==> src/pfp_defs.svh <==
// Constants of the pin-fault protection sequencer.
// Assumes a 40 MHz pclk; included by the run counter, the sequencer and the testbench.
`ifndef PFP_DEFS_SVH
`define PFP_DEFS_SVH
`define PFP_CLK_NS          25
`define PFP_BIAS_SAMPLE_NS  10000
`define PFP_PROG_SETTLE_NS  5000
`define PFP_LIMIT_LONG_NS   2000
`define PFP_LIMIT_SHORT_NS  1000
`define PFP_RECOVERY_MS     1500
`define PFP_NS_PER_MS       1000000
`define PFP_RUN_LENGTH      3
`define PFP_A_CTRL          8'h00
`define PFP_A_PERIOD        8'h04
`define PFP_A_MAXON         8'h08
`define PFP_A_STATE         8'h0C
`define PFP_A_IRQ_STATUS    8'h10
`define PFP_A_IRQ_ENABLE    8'h14
`define PFP_A_IRQ_CLEAR     8'h18
`define PFP_CTRL_ENABLE     0
`define PFP_CTRL_RST        1'b1
`define PFP_PERIOD_RST      16'h0064
`define PFP_MAXON_RST       16'h0028
`define PFP_EV_W            6
`define PFP_EV_CS_SHORT     0
`define PFP_EV_CS_OPEN      1
`define PFP_EV_BIAS_OPEN    2
`define PFP_EV_BIAS_OV      3
`define PFP_EV_PROG_OPEN    4
`define PFP_EV_PROG_SHORT   5
`endif

==> src/pfp_pkg.sv <==
// Types of the pin-fault protection sequencer.
// Assumes nothing of its surroundings.
package pfp_pkg;
    typedef enum logic [2:0] {
        ST_OFF     = 3'h0,
        ST_PROG    = 3'h1,
        ST_BIAS    = 3'h3,
        ST_RUN     = 3'h2,
        ST_RECOVER = 3'h6,
        ST_UVLO    = 3'h4
    } state_e;
endpackage

==> src/pulse_run_counter.sv <==
// Counter of consecutive gate pulses that saw a fault comparator.
// Assumes done is a one-cycle pulse at each gate pulse end.
`timescale 1ns/1ps
`include "pfp_defs.svh"
module pulse_run_counter #(
    parameter int RUN = `PFP_RUN_LENGTH
) (
    input  wire logic pclk,
    input  wire logic presetn,
    input  wire logic clear,
    input  wire logic done,
    input  wire logic seen,
    output logic      trip
);
    logic [3:0] cnt_reg;

    always_ff @(posedge pclk or negedge presetn) begin
        if (!presetn) begin
            cnt_reg <= 4'h0;
        end else if (clear) begin
            cnt_reg <= 4'h0;
        end else if (done) begin
            cnt_reg <= seen ? cnt_reg + 4'h1 : 4'h0;
        end
    end

    assign trip = (cnt_reg == 4'(RUN));

    property p_run_clear;
        @(posedge pclk) disable iff (!presetn)
        done && !seen && !clear |=> cnt_reg == 4'h0;
    endproperty
    a_run_clear: assert property (p_run_clear)
        else $error("run counter not cleared by clean pulse");
endmodule // pulse_run_counter

==> src/pin_fault_protection.sv <==
// Pin-fault protection sequencer with APB register access.
// Assumes analog comparators on pins, asynchronous to pclk (40 MHz).
`timescale 1ns/1ps
`include "pfp_defs.svh"
module pin_fault_protection #(
    parameter int unsigned RECOVERY_CYCLES =
        `PFP_RECOVERY_MS * `PFP_NS_PER_MS / `PFP_CLK_NS
) (
    input  wire logic        pclk,
    input  wire logic        presetn,
    input  wire logic        psel,
    input  wire logic        penable,
    input  wire logic        pwrite,
    input  wire logic [7:0]  paddr,
    input  wire logic [31:0] pwdata,
    output logic      [31:0] prdata,
    output logic             pready,
    output logic             pslverr,
    input  wire logic        supply_on,
    input  wire logic        stage_select_high,
    input  wire logic        cs_peak,
    input  wire logic        cs_over,
    input  wire logic        bias_below14,
    input  wire logic        bias_over15,
    input  wire logic        demag_above_threshold,
    input  wire logic        demag_open,
    input  wire logic        demag_short,
    input  wire logic        zvs_open,
    input  wire logic        zvs_short,
    output logic             low_side_gate_pulse,
    output logic             prog_bias_en,
    output logic             bias_regulate_en,
    output logic             uvlo_request,
    output logic             irq
);
    localparam int BIAS_CYC =
        (`PFP_BIAS_SAMPLE_NS + `PFP_CLK_NS - 1) / `PFP_CLK_NS;
    localparam int PROG_CYC =
        (`PFP_PROG_SETTLE_NS + `PFP_CLK_NS - 1) / `PFP_CLK_NS;
    localparam int LONG_CYC  = `PFP_LIMIT_LONG_NS / `PFP_CLK_NS;
    localparam int SHORT_CYC = `PFP_LIMIT_SHORT_NS / `PFP_CLK_NS;

    // Two-flop synchronisers for all pin inputs
    logic [10:0] sync1_reg;
    logic [10:0] sync2_reg;
    always_ff @(posedge pclk or negedge presetn) begin
        if (!presetn) begin
            sync1_reg <= 11'h000;
            sync2_reg <= 11'h000;
        end else begin
            sync1_reg <= {supply_on, stage_select_high, cs_peak, cs_over,
                          bias_below14, bias_over15, demag_above_threshold,
                          demag_open, demag_short, zvs_open, zvs_short};
            sync2_reg <= sync1_reg;
        end
    end

    logic supply_s, set_s, peak_s, csov_s, below_s, over_s, dhi_s;
    logic prog_open_s, prog_short_s;
    assign supply_s     = sync2_reg[10];
    assign set_s        = sync2_reg[9];
    assign peak_s       = sync2_reg[8];
    assign csov_s       = sync2_reg[7];
    assign below_s      = sync2_reg[6];
    assign over_s       = sync2_reg[5];
    assign dhi_s        = sync2_reg[4];
    assign prog_open_s  = sync2_reg[3] | sync2_reg[1];
    assign prog_short_s = sync2_reg[2] | sync2_reg[0];

    // Registers
    logic                 enable_reg;
    logic [15:0]          period_reg;
    logic [15:0]          maxon_reg;
    logic [`PFP_EV_W-1:0] ev_status_reg;
    logic [`PFP_EV_W-1:0] ev_enable_reg;

    pfp_pkg::state_e state_reg;
    logic [31:0]     tmr_reg;
    logic [15:0]     per_cnt_reg;
    logic [15:0]     on_cnt_reg;
    logic            gate_reg;
    logic            first_reg;
    logic            dhi_reg;
    logic            cs_seen_reg;
    logic            ov_seen_reg;

    // APB handshake: one wait state, answer registered
    logic apb_done;
    logic apb_wr;
    assign apb_done = psel & penable & pready;
    assign apb_wr   = apb_done & pwrite;

    always_ff @(posedge pclk or negedge presetn) begin
        if (!presetn) begin
            pready  <= 1'b0;
            pslverr <= 1'b0;
            prdata  <= 32'h0000_0000;
        end else begin
            pready  <= psel & penable & ~pready;
            pslverr <= 1'b0;
            prdata  <= 32'h0000_0000;
            if (psel & penable & ~pready) begin
                unique case (paddr)
                    `PFP_A_CTRL:       prdata <= {31'h0, enable_reg};
                    `PFP_A_PERIOD:     prdata <= {16'h0, period_reg};
                    `PFP_A_MAXON:      prdata <= {16'h0, maxon_reg};
                    `PFP_A_STATE:      prdata <= {29'h0, state_reg};
                    `PFP_A_IRQ_STATUS: prdata <= {26'h0, ev_status_reg};
                    `PFP_A_IRQ_ENABLE: prdata <= {26'h0, ev_enable_reg};
                    `PFP_A_IRQ_CLEAR:  prdata <= 32'h0000_0000;
                    default:           pslverr <= 1'b1;
                endcase
            end
        end
    end

    always_ff @(posedge pclk or negedge presetn) begin
        if (!presetn) begin
            enable_reg    <= `PFP_CTRL_RST;
            period_reg    <= `PFP_PERIOD_RST;
            maxon_reg     <= `PFP_MAXON_RST;
            ev_enable_reg <= '0;
        end else if (apb_wr) begin
            if (paddr == `PFP_A_CTRL) begin
                enable_reg <= pwdata[`PFP_CTRL_ENABLE];
            end
            if (paddr == `PFP_A_PERIOD) begin
                period_reg <= pwdata[15:0];
            end
            if (paddr == `PFP_A_MAXON) begin
                maxon_reg <= pwdata[15:0];
            end
            if (paddr == `PFP_A_IRQ_ENABLE) begin
                ev_enable_reg <= pwdata[`PFP_EV_W-1:0];
            end
        end
    end

    // Pulse timing
    logic [15:0] limit;
    logic        on_hit;
    logic        pulse_end;
    logic        short_evt;
    logic        cs_trip;
    logic        ov_trip;
    logic        run_clear;

    always_comb begin
        if (!first_reg) begin
            limit = maxon_reg;
        end else if (set_s || dhi_reg) begin
            limit = 16'(LONG_CYC);
        end else begin
            limit = 16'(SHORT_CYC);
        end
    end

    assign on_hit    = (on_cnt_reg + 16'h1 >= limit);
    assign pulse_end = gate_reg & (peak_s | on_hit);
    assign short_evt = pulse_end & first_reg & ~peak_s;
    assign run_clear = (state_reg != pfp_pkg::ST_RUN);

    pulse_run_counter #(.RUN(`PFP_RUN_LENGTH)) u_cs_run (
        .pclk    (pclk),
        .presetn (presetn),
        .clear   (run_clear),
        .done    (pulse_end),
        .seen    (cs_seen_reg | csov_s),
        .trip    (cs_trip)
    );

    pulse_run_counter #(.RUN(`PFP_RUN_LENGTH)) u_ov_run (
        .pclk    (pclk),
        .presetn (presetn),
        .clear   (run_clear),
        .done    (pulse_end),
        .seen    (ov_seen_reg | over_s),
        .trip    (ov_trip)
    );

    logic prog_check;
    logic bias_check;
    assign prog_check = (state_reg == pfp_pkg::ST_PROG) &&
                        (tmr_reg == 32'(PROG_CYC - 1));
    // Bias sample counted from supply turn-on
    assign bias_check = (state_reg == pfp_pkg::ST_BIAS) &&
                        (tmr_reg == 32'(BIAS_CYC - PROG_CYC - 1));

    // Sequencer
    always_ff @(posedge pclk or negedge presetn) begin
        if (!presetn) begin
            state_reg <= pfp_pkg::ST_OFF;
            tmr_reg   <= 32'h0000_0000;
            dhi_reg   <= 1'b0;
        end else begin
            tmr_reg <= tmr_reg + 32'h1;
            unique case (state_reg)
                pfp_pkg::ST_OFF: begin
                    tmr_reg <= 32'h0000_0000;
                    if (supply_s) begin
                        state_reg <= pfp_pkg::ST_PROG;
                    end
                end
                pfp_pkg::ST_PROG: begin
                    if (prog_check) begin
                        tmr_reg <= 32'h0000_0000;
                        dhi_reg <= dhi_s;
                        if (prog_open_s || prog_short_s) begin
                            state_reg <= pfp_pkg::ST_UVLO;
                        end else begin
                            state_reg <= pfp_pkg::ST_BIAS;
                        end
                    end
                end
                // Sample bias pin at 10 us
                pfp_pkg::ST_BIAS: begin
                    if (bias_check) begin
                        tmr_reg   <= 32'h0000_0000;
                        state_reg <= below_s ? pfp_pkg::ST_UVLO
                                             : pfp_pkg::ST_RUN;
                    end
                end
                pfp_pkg::ST_RUN: begin
                    tmr_reg <= 32'h0000_0000;
                    if (short_evt || cs_trip) begin
                        state_reg <= pfp_pkg::ST_RECOVER;
                    end else if (ov_trip) begin
                        state_reg <= pfp_pkg::ST_UVLO;
                    end
                end
                pfp_pkg::ST_RECOVER: begin
                    if (tmr_reg >= RECOVERY_CYCLES - 1) begin
                        state_reg <= pfp_pkg::ST_UVLO;
                    end
                end
                pfp_pkg::ST_UVLO: begin
                    tmr_reg <= 32'h0000_0000;
                    if (!supply_s) begin
                        state_reg <= pfp_pkg::ST_OFF;
                    end
                end
                default: begin
                    state_reg <= pfp_pkg::ST_UVLO;
                end
            endcase
            if (!supply_s && state_reg != pfp_pkg::ST_UVLO) begin
                state_reg <= pfp_pkg::ST_OFF;
            end
        end
    end

    // Gate pulse generation
    logic go_run;
    assign go_run = (state_reg == pfp_pkg::ST_RUN) && supply_s &&
                    !short_evt && !cs_trip && !ov_trip;

    always_ff @(posedge pclk or negedge presetn) begin
        if (!presetn) begin
            gate_reg    <= 1'b0;
            first_reg   <= 1'b1;
            per_cnt_reg <= 16'h0000;
            on_cnt_reg  <= 16'h0000;
            cs_seen_reg <= 1'b0;
            ov_seen_reg <= 1'b0;
        end else if (!go_run) begin
            gate_reg    <= 1'b0;
            per_cnt_reg <= 16'h0000;
            on_cnt_reg  <= 16'h0000;
            cs_seen_reg <= 1'b0;
            ov_seen_reg <= 1'b0;
            if (state_reg != pfp_pkg::ST_RUN) begin
                first_reg <= 1'b1;
            end
        end else begin
            per_cnt_reg <= (per_cnt_reg + 16'h1 >= period_reg) ?
                           16'h0000 : per_cnt_reg + 16'h1;
            if (gate_reg) begin
                on_cnt_reg  <= on_cnt_reg + 16'h1;
                cs_seen_reg <= cs_seen_reg | csov_s;
                ov_seen_reg <= ov_seen_reg | over_s;
                if (pulse_end) begin
                    gate_reg  <= 1'b0;
                    first_reg <= 1'b0;
                end
            end else if (per_cnt_reg == 16'h0000 && enable_reg) begin
                gate_reg    <= 1'b1;
                on_cnt_reg  <= 16'h0000;
                cs_seen_reg <= 1'b0;
                ov_seen_reg <= 1'b0;
            end
        end
    end

    // Events, sticky status; set wins over clear
    logic [`PFP_EV_W-1:0] ev_set;
    logic [`PFP_EV_W-1:0] ev_clr;
    always_comb begin
        ev_set = '0;
        ev_set[`PFP_EV_CS_SHORT]   = short_evt &&
                                     state_reg == pfp_pkg::ST_RUN;
        ev_set[`PFP_EV_CS_OPEN]    = cs_trip && !short_evt;
        ev_set[`PFP_EV_BIAS_OPEN]  = bias_check && below_s;
        ev_set[`PFP_EV_BIAS_OV]    = ov_trip && !short_evt && !cs_trip;
        ev_set[`PFP_EV_PROG_OPEN]  = prog_check && prog_open_s;
        ev_set[`PFP_EV_PROG_SHORT] = prog_check && prog_short_s;
        ev_clr = (apb_wr && paddr == `PFP_A_IRQ_CLEAR) ?
                 pwdata[`PFP_EV_W-1:0] : '0;
    end

    always_ff @(posedge pclk or negedge presetn) begin
        if (!presetn) begin
            ev_status_reg <= '0;
        end else begin
            ev_status_reg <= (ev_status_reg & ~ev_clr) | ev_set;
        end
    end

    // Outputs
    always_ff @(posedge pclk or negedge presetn) begin
        if (!presetn) begin
            irq              <= 1'b0;
            prog_bias_en     <= 1'b0;
            bias_regulate_en <= 1'b0;
            uvlo_request     <= 1'b0;
        end else begin
            irq          <= |(ev_status_reg & ev_enable_reg);
            prog_bias_en <= (state_reg == pfp_pkg::ST_OFF && supply_s) ||
                            (state_reg == pfp_pkg::ST_PROG && !prog_check);
            bias_regulate_en <= (state_reg == pfp_pkg::ST_PROG ||
                                 state_reg == pfp_pkg::ST_BIAS ||
                                 state_reg == pfp_pkg::ST_RUN) && supply_s;
            uvlo_request <= (state_reg == pfp_pkg::ST_UVLO) && supply_s;
        end
    end
    assign low_side_gate_pulse = gate_reg;

    property p_first_only;
        @(posedge pclk) disable iff (!presetn)
        pulse_end && !first_reg |=> state_reg != pfp_pkg::ST_RECOVER
            || $past(cs_trip);
    endproperty
    a_first_only: assert property (p_first_only)
        else $error("short trip on a later pulse");

    property p_long_limit;
        @(posedge pclk) disable iff (!presetn)
        gate_reg && first_reg && set_s |-> on_cnt_reg < 16'(LONG_CYC);
    endproperty
    a_long_limit: assert property (p_long_limit)
        else $error("first pulse exceeds long limit");

    property p_short_recover;
        @(posedge pclk) disable iff (!presetn)
        short_evt && supply_s |=> state_reg == pfp_pkg::ST_RECOVER
            && !gate_reg;
    endproperty
    a_short_recover: assert property (p_short_recover)
        else $error("sense short did not start recovery");

    property p_short_limit;
        @(posedge pclk) disable iff (!presetn)
        gate_reg && first_reg && !set_s && !dhi_reg
            |-> on_cnt_reg < 16'(SHORT_CYC);
    endproperty
    a_short_limit: assert property (p_short_limit)
        else $error("first pulse exceeds short limit");

    property p_open_recover;
        @(posedge pclk) disable iff (!presetn)
        cs_trip && state_reg == pfp_pkg::ST_RUN && supply_s
            |=> state_reg == pfp_pkg::ST_RECOVER ##1 !gate_reg;
    endproperty
    a_open_recover: assert property (p_open_recover)
        else $error("sense open did not stop switching");

    property p_bias_first;
        @(posedge pclk) disable iff (!presetn)
        $rose(gate_reg) |-> bias_regulate_en && $past(bias_regulate_en);
    endproperty
    a_bias_first: assert property (p_bias_first)
        else $error("gate pulse without bias regulation");

    property p_bias_low;
        @(posedge pclk) disable iff (!presetn)
        bias_check && below_s && supply_s
            |=> state_reg == pfp_pkg::ST_UVLO ##1 uvlo_request || !supply_s;
    endproperty
    a_bias_low: assert property (p_bias_low)
        else $error("bias low did not force UVLO");

    property p_bias_ov;
        @(posedge pclk) disable iff (!presetn)
        ov_trip && go_run == 1'b0 && state_reg == pfp_pkg::ST_RUN
            && !short_evt && !cs_trip && supply_s
            |=> state_reg == pfp_pkg::ST_UVLO;
    endproperty
    a_bias_ov: assert property (p_bias_ov)
        else $error("bias over-voltage run did not force UVLO");

    property p_prog_bias;
        @(posedge pclk) disable iff (!presetn)
        prog_bias_en |-> $past(state_reg) != pfp_pkg::ST_RUN && !gate_reg;
    endproperty
    a_prog_bias: assert property (p_prog_bias)
        else $error("program pins biased while switching");

    property p_prog_fault;
        @(posedge pclk) disable iff (!presetn)
        prog_check && (prog_open_s || prog_short_s) && supply_s
            |=> state_reg == pfp_pkg::ST_UVLO && !gate_reg;
    endproperty
    a_prog_fault: assert property (p_prog_fault)
        else $error("program fault did not inhibit switching");
endmodule // pin_fault_protection

==> config.mk <==
export PLATFORM = sky130hd
export DESIGN_NAME = pin_fault_protection
export DESIGN_NICKNAME = d
export VERILOG_FILES = /design/src/pfp_pkg.sv /design/src/pulse_run_counter.sv /design/src/pin_fault_protection.sv
export VERILOG_INCLUDE_DIRS = /design/src
export SDC_FILE = /design/constraint.sdc
export NUM_CORES = 1
export LEC_CHECK = 0
export ABC_AREA = 1
export BUFFER_PORTS_ARGS = -buffer_cell sky130_fd_sc_hd__buf_2
export CAP_MARGIN = 15
export CORE_MARGIN = 2
export CORE_UTILIZATION = 49
export CTS_CLUSTER_SIZE = 10
export DETAILED_ROUTE_END_ITERATION = 12
export PLACE_DENSITY_LB_ADDON = 0.2
export SLEW_MARGIN = 20
export SYNTH_ARGS = -nofsm -noshare
export SYNTH_HDL_FRONTEND = slang
export SYNTH_HIERARCHICAL = 1
export SYNTH_SLANG_ARGS = --single-unit
==> constraint.sdc <==
create_clock -name pclk -period 3.4 [get_ports pclk]
set_clock_uncertainty 0.05 [all_clocks]
set_input_delay 0.68 -clock pclk [delete_from_list [all_inputs] [get_ports pclk]]
set_output_delay 0.68 -clock pclk [all_outputs]
set_load 0.1 [all_outputs]
* Word level (Yosys, flattened, before mapping) *
Index checks and enable logic that the tools add are counted.

word-level totals
  bits in read-only memories = 0
  bits in registers = 185
  bits in writable memories = 0
  latch bits = 0
  memories kept = 0
  logic and storage cells = 167
  output and inout bits = 39

cells by class
  mux-type cells = 45
  reduce and logical (&&, ||, !) cells = 46
  bitwise operators = 18
  equal/unequal tests = 25
  $mul = 0
  add/sub/neg operators = 5
  divide/modulo/power cells = 0
  shift-type cells = 0
  $lt $le $gt $ge = 3

operator list
  operator                 count
  $mux W16                 7
  $pmux W16 S6             1
  $pmux W32 S3             1
  $mux W32                 2
  $add A16 B1 Y16 const B  2
  $add A32 B1 Y32 const B  1
  $eq A32 B8 Y1 const B    1
  $ge A16 B16 Y1           2
  $ge A32 B26 Y1 const B   1
  $mux W3                  10
  $eq A8 B5 Y1 const B     3
  $mux W4                  6
  $logic_and A1 B1 Y1      20
  $ne A3 B3 Y1 const B     6
  $pmux W3 S6              1
  $eq A8 B4 Y1 const B     2
  $logic_not A16 Y1        1
  $mux W1                  15
  $and A6 B6 Y6            2
  $reduce_and A2 Y1        5
  $add A4 B1 Y4 const B    2
  $eq A4 B2 Y1 const B     2
  $eq A8 B3 Y1 const B     1
  $logic_not A8 Y1         1
  22 further kinds         47

* Longest topological paths before layout *
  word-level depth = 14
  gate-level depth with buffers = 22

* Hierarchy *
The synthesis kept the hierarchy.

modules (own cells, without submodules)
  module                times used  area each (µm²)  cells each  seq. area each (µm²)
  pin_fault_protection  1           8573.2           1028        4037.6
  pulse_run_counter     2           205.2            26          100.1

* Least setup slack after synthesis *
OpenSTA, ideal clock, no wires.

  kind = reg2reg
  start = register on_cnt_reg[0]
  end = register state_reg[0]
  arrival time = 2.856 ns
  cell stages (with the launch flop) = 22
  library setup time = 0.065 ns
  data required time = 3.285 ns
  path slack = 0.429 ns
  period minus slack after synthesis = 2.971 ns
  cells stage by stage = dfrtp_1 > ha_1 > nand3_1 > nor2_2 > nand2_1 > nor2_2 > nand3_1 > nor3_1 > xor2_1 > inv_1 > ha_1 > nand2_1 > nor3_1 > nand2_1 > nand2_1 > nand3_2 > nand3_2 > buf_4 > nand2_1 > nor2_2 > nand2_1 > nand2_1

between the ends
  cells in the longest elaborated chain, start to end = 10

ends and longest elaborated chain
  what                            line                         text
  start: declaration              pin_fault_protection.sv:80   logic [15:0] on_cnt_reg;
  start signal: assignment        pin_fault_protection.sv:278  on_cnt_reg <= on_cnt_reg + 16'h1;
  $add A16 B1 Y16 (*)             pin_fault_protection.sv:158  assign on_hit = (on_cnt_reg + 16'h1 >= limit);
  $ge A16 B16 Y1 (*)              pin_fault_protection.sv:158
  $or A1 B1 Y1 (*)                pin_fault_protection.sv:159  assign pulse_end = gate_reg & (peak_s | on_hit);
  $and A1 B1 Y1 (*)               pin_fault_protection.sv:159
  $and A1 B1 Y1 (*) (2 in a row)  pin_fault_protection.sv:160  assign short_evt = pulse_end & first_reg & ~peak_s;
  $logic_or A1 B1 Y1 (*)          pin_fault_protection.sv:225  if (short_evt || cs_trip) begin
  $mux W3                         pin_fault_protection.sv:225
  $pmux W3 S6                     pin_fault_protection.sv:197  unique case (state_reg)
  $mux W3                         pin_fault_protection.sv:246  if (!supply_s && state_reg != pfp_pkg::ST_UVLO) begin
  end signal: assignment          pin_fault_protection.sv:226  state_reg <= pfp_pkg::ST_RECOVER;
  end signal: assignment          pin_fault_protection.sv:228  state_reg <= pfp_pkg::ST_UVLO;
  end signal: assignment          pin_fault_protection.sv:247  state_reg <= pfp_pkg::ST_OFF;
  end: declaration                pin_fault_protection.sv:77   pfp_pkg::state_e state_reg;

Mark *: on every way between the ends. The rest lies on a longest branch, timed or not.
A chain may end at the register's enable or synchronous reset.

* Final worst setup path *
  start = register on_cnt_reg[0]
  end = register on_cnt_reg[15]

between the ends
  cells in the longest elaborated chain, start to end = 11

ends and longest elaborated chain
  what                                                       line                                                      text
  $add A16 B1 Y16 (*)                                        pin_fault_protection.sv:158, pin_fault_protection.sv:278
  $ge A16 B16 Y1                                             pin_fault_protection.sv:158
  $or A1 B1 Y1                                               pin_fault_protection.sv:159
  $and A1 B1 Y1                                              pin_fault_protection.sv:159
  $and A1 B1 Y1 (2 in a row)                                 pin_fault_protection.sv:160
  $logic_not A1 Y1                                           pin_fault_protection.sv:255                               !short_evt && !cs_trip && !ov_trip;
  $logic_and A1 B1 Y1                                        pin_fault_protection.sv:254                               assign go_run = (state_reg == pfp_pkg::ST_RUN) && supply_s &&
  $logic_and A1 B1 Y1 (2 in a row)                           pin_fault_protection.sv:255
  $ne A3 B2 Y1 (no source line) or $mux W16 (tied branches)  -

Marked as above.

==> results.sh <==
export IMPL_nNetsFinal=1257
export IMPL_worst_hold_slack_ns=0.231
export IMPL_wire_per_inst_um=14.7
export IMPL_max_freq_ghz=0.302
export IMPL_ys_warn_count=6
export IMPL_grt_overflow_total=0
export IMPL_r2r_start="on_cnt_reg[0]"
export IMPL_hpwl_mm=14.9
export IMPL_p_leak_nw=4.81
export IMPL_gp_congestion=0.874
export IMPL_start_util_pct=50.0
export IMPL_clock_sinks=169
export IMPL_slew_headroom_pct=33.3
export IMPL_port_buffers=62
export IMPL_post_dp_cell_area_um2=9560
export IMPL_htreeDepth=4
export IMPL_syn_area_um2=8980
export IMPL_io_pin_count=95
export IMPL_critPathMaxStageDelay_ns=0.41
export IMPL_maxCapViolCount=0
export IMPL_crit_type="flop to flop"
export IMPL_clk_latency_ns=0.44
export IMPL_vias=7361
export IMPL_drt_iter0_drc=478
export IMPL_die_h_um=139
export IMPL_num_antenna_cells=0
export IMPL_cp_end_kind="flop"
export IMPL_ir_drop_uv=362
export IMPL_maxSlewViolCount=0
export IMPL_die_w_um=139
export IMPL_antenna_found_initial=0
export IMPL_cp_startpoint="on_cnt_reg[0]"
export IMPL_nFillCells=1617
export IMPL_first_global_vias=6977
export IMPL_grt_max_degree=79
export IMPL_power_density_nw_per_um2=445
export IMPL_routed_wl_mm=20.6
export IMPL_cts_root_buf="clkbuf_16"
export IMPL_final_area_um2=10400
export IMPL_power_mw=4.64
export IMPL_synth_area_per_cell_um2=8.32
export IMPL_synth_distinct_cells=44
export IMPL_fin_crit_ns=3.31
export IMPL_first_pass_iters=5
export IMPL_largest_register_ffs=32
export IMPL_ys_flop_type="dfrtp_1"
export IMPL_synth_edff_count=0
export IMPL_arrival_ns=3.58
export IMPL_synth_seq_cells=169
export IMPL_crit_path_start_kind="flop"
export IMPL_area_growth_syn_to_layout_pct=16.0
export IMPL_path_cells="ha_4 > nand3_4 > nor2_4 > nand2_2 > nor2_4 > nand3_2 > nor3_2 > xor2_1 > inv_1 > ha_1 > nand2_2 > o21bai_1 > a21oi_1 > nand2_1 > nand3_4 > nand3_4 > nor2_4 > clkbuf_16 > nand2_1 > o21ai_0"
export IMPL_coreArea_um2=18000
export IMPL_final_cell_count_no_fill=1405
export IMPL_status="completed"
export IMPL_syn_inst=1080
export IMPL_tritoncts="yes"
export IMPL_path_clk_slew_ns=0.06
export IMPL_via_per_inst=5.24
export IMPL_die_area_um2=19400
export IMPL_period_share_pct=97.4
export IMPL_worstMarginPinSlew_ns=0.999
export IMPL_post_place_cells=1361
export IMPL_synthArstFlopShare_pct=100
export IMPL_required_ns=3.67
export IMPL_path_max_fanout=5
export IMPL_clockBufferDepth=2
export IMPL_numCtsBuffers=17
export IMPL_ant_nets=0
export IMPL_drive_above_1_share_pct=16.2
export IMPL_track_usage_pct=21.8
export IMPL_grt_pass1_wl_mm=34.3
export IMPL_hold_viol_final=0
export IMPL_yosysSeqAreaShare_pct=47.2
export IMPL_finalSetupViolations=0
export IMPL_hold_path_class="input pin to asynchronous set/reset pin"
export IMPL_tns_ns=0
export IMPL_fp_row_count=49
export IMPL_cp_slowest_cell="dfrtp_2"
export IMPL_drc_errors=0
[cell usage after synthesis (3+ instances only)]
cell	instances	area, µm²
dfrtp_1	162	4050
nor3_1	40	200
nand4_1	16	100
nor2_4	8	90.1
clkbuf_1	12	45.0
inv_2	10	37.5
nand3_1	45	225
o21ai_1	32	160
o22ai_1	5	31.3
dfstp_2	7	184
ha_1	38	475
nand2_2	4	25.0
a41oi_1	3	26.3
nor2_2	7	43.8
a31oi_1	8	50.1
inv_1	141	529
nor2_1	99	372
a21oi_1	37	185
buf_4	17	128
nor3b_1	10	75.1
nand2_1	231	867
buf_2	7	35.0
nand3_2	3	30.0
nor3_2	7	70.1
xnor2_1	5	43.8
o21ai_0	51	255
xor2_1	38	333
nor4_1	15	93.8
[metal layers]
metal | global-route usage, % | share of wire, %
met2 | 34.1 | 46
met1 | 31.4 | 47
met3 | 3.82 | 4.7
met4 | 6.38 | 1.5
met5 | 0 | 0
[repair_timing]
| item | in CTS | in global routing |
|---|---|---|
| pin swaps | 0 | 12 |
| gates cloned | 0 | 3 |
| setup buffers | 0 | 9 |
| resized for setup | 1 | 23 |
| hold buffers | 0 | 0 |
| endpoints found under the setup margin | 4 | 47 |
[per-stage QoR]
step                util [%]  setup slack [ns]
global route            58.0            -0.116
floorplan                  -             0.429
detailed placement      53.2            0.0835
global placement        53.2             0.168
finish                  58.0            0.0891
CTS                     56.7            0.0485
[logic make-up (layout without fill, tap and decap cells)]
kind of cell             count (synthesis)  count (layout)  share of synthesized area (%)
flip-flops                             169             169                           47.2
AND/OR/NAND/NOR                        494             494                           25.7
other                                    1              16                         0.0417
AO/OA/AOI/OAI                          146             146                           8.77
buffers and inverters                  189             270                           8.80
adder cells (fa/ha/maj)                 38              38                           5.29
XOR/XNOR                                43              43                           4.19
[report_power, final]
group | switching (mW) | internal [mW] | leakage (nW)
logic | 0.436 | 0.108 | 2.28
clock network | 0.853 | 1.14 | 0.289
registers | 0.0425 | 2.06 | 2.24
total | 1.33 | 3.31 | 4.81
[cell usage in the layout, fill, tap and decap left out, drive strengths merged, types with 4 or more instances in the layout]
cell type and count:
inv 155, xnor2 5, dfstp 7, ha 38, nand3 50, buf 85, clkbuf 21, a21oi 37
nor4 15, o21ai 83, o22ai 5, a31oi 8, nor3 49, xor2 38, nand4 17, dfrtp 162
nand2 236, nor3b 11, conb 16, nor2 114, clkinvlp 4
[worst paths after layout]
kind | to | depth (start not counted) | slack [ns]
setup / recovery | on_cnt_reg[15] | 20 | 0.09
max in group asynchronous | state_reg[1] | 2 | 2.18
setup reg to reg | on_cnt_reg[15] | 20 | 0.09
hold reg to reg | sync2_reg[0] | 0 | 0.30
hold / removal | on_cnt_reg[13] | 1 | 0.23
min in group pclk | sync1_reg[3] | 1 | 0.30
[final cells by class]
cell class                 instances  area, µm²  area share [%]
sequential                       169       4240            40.7
multi-input combinational        737       4140            39.7
timing repair buffer              87        581            5.57
inverter                         151        567            5.44
clock buffer                      19        453            4.35
tap                              229        287            2.75
clock inverter                    13        160            1.54
[worst max-delay path, delay by kind of cell (launching register included)]
| kind | cells | cell delay [ns] |
|---|---|---|
| adder cells (fa/ha/maj) | 2 | 0.47 |
| AO/OA/AOI/OAI | 3 | 0.33 |
| buffers and inverters | 2 | 0.28 |
| AND/OR/NAND/NOR | 12 | 1.47 |
| flip-flops | 1 | 0.41 |
| XOR/XNOR | 1 | 0.18 |
No activity file was read; power rests on OpenSTA's default activity.
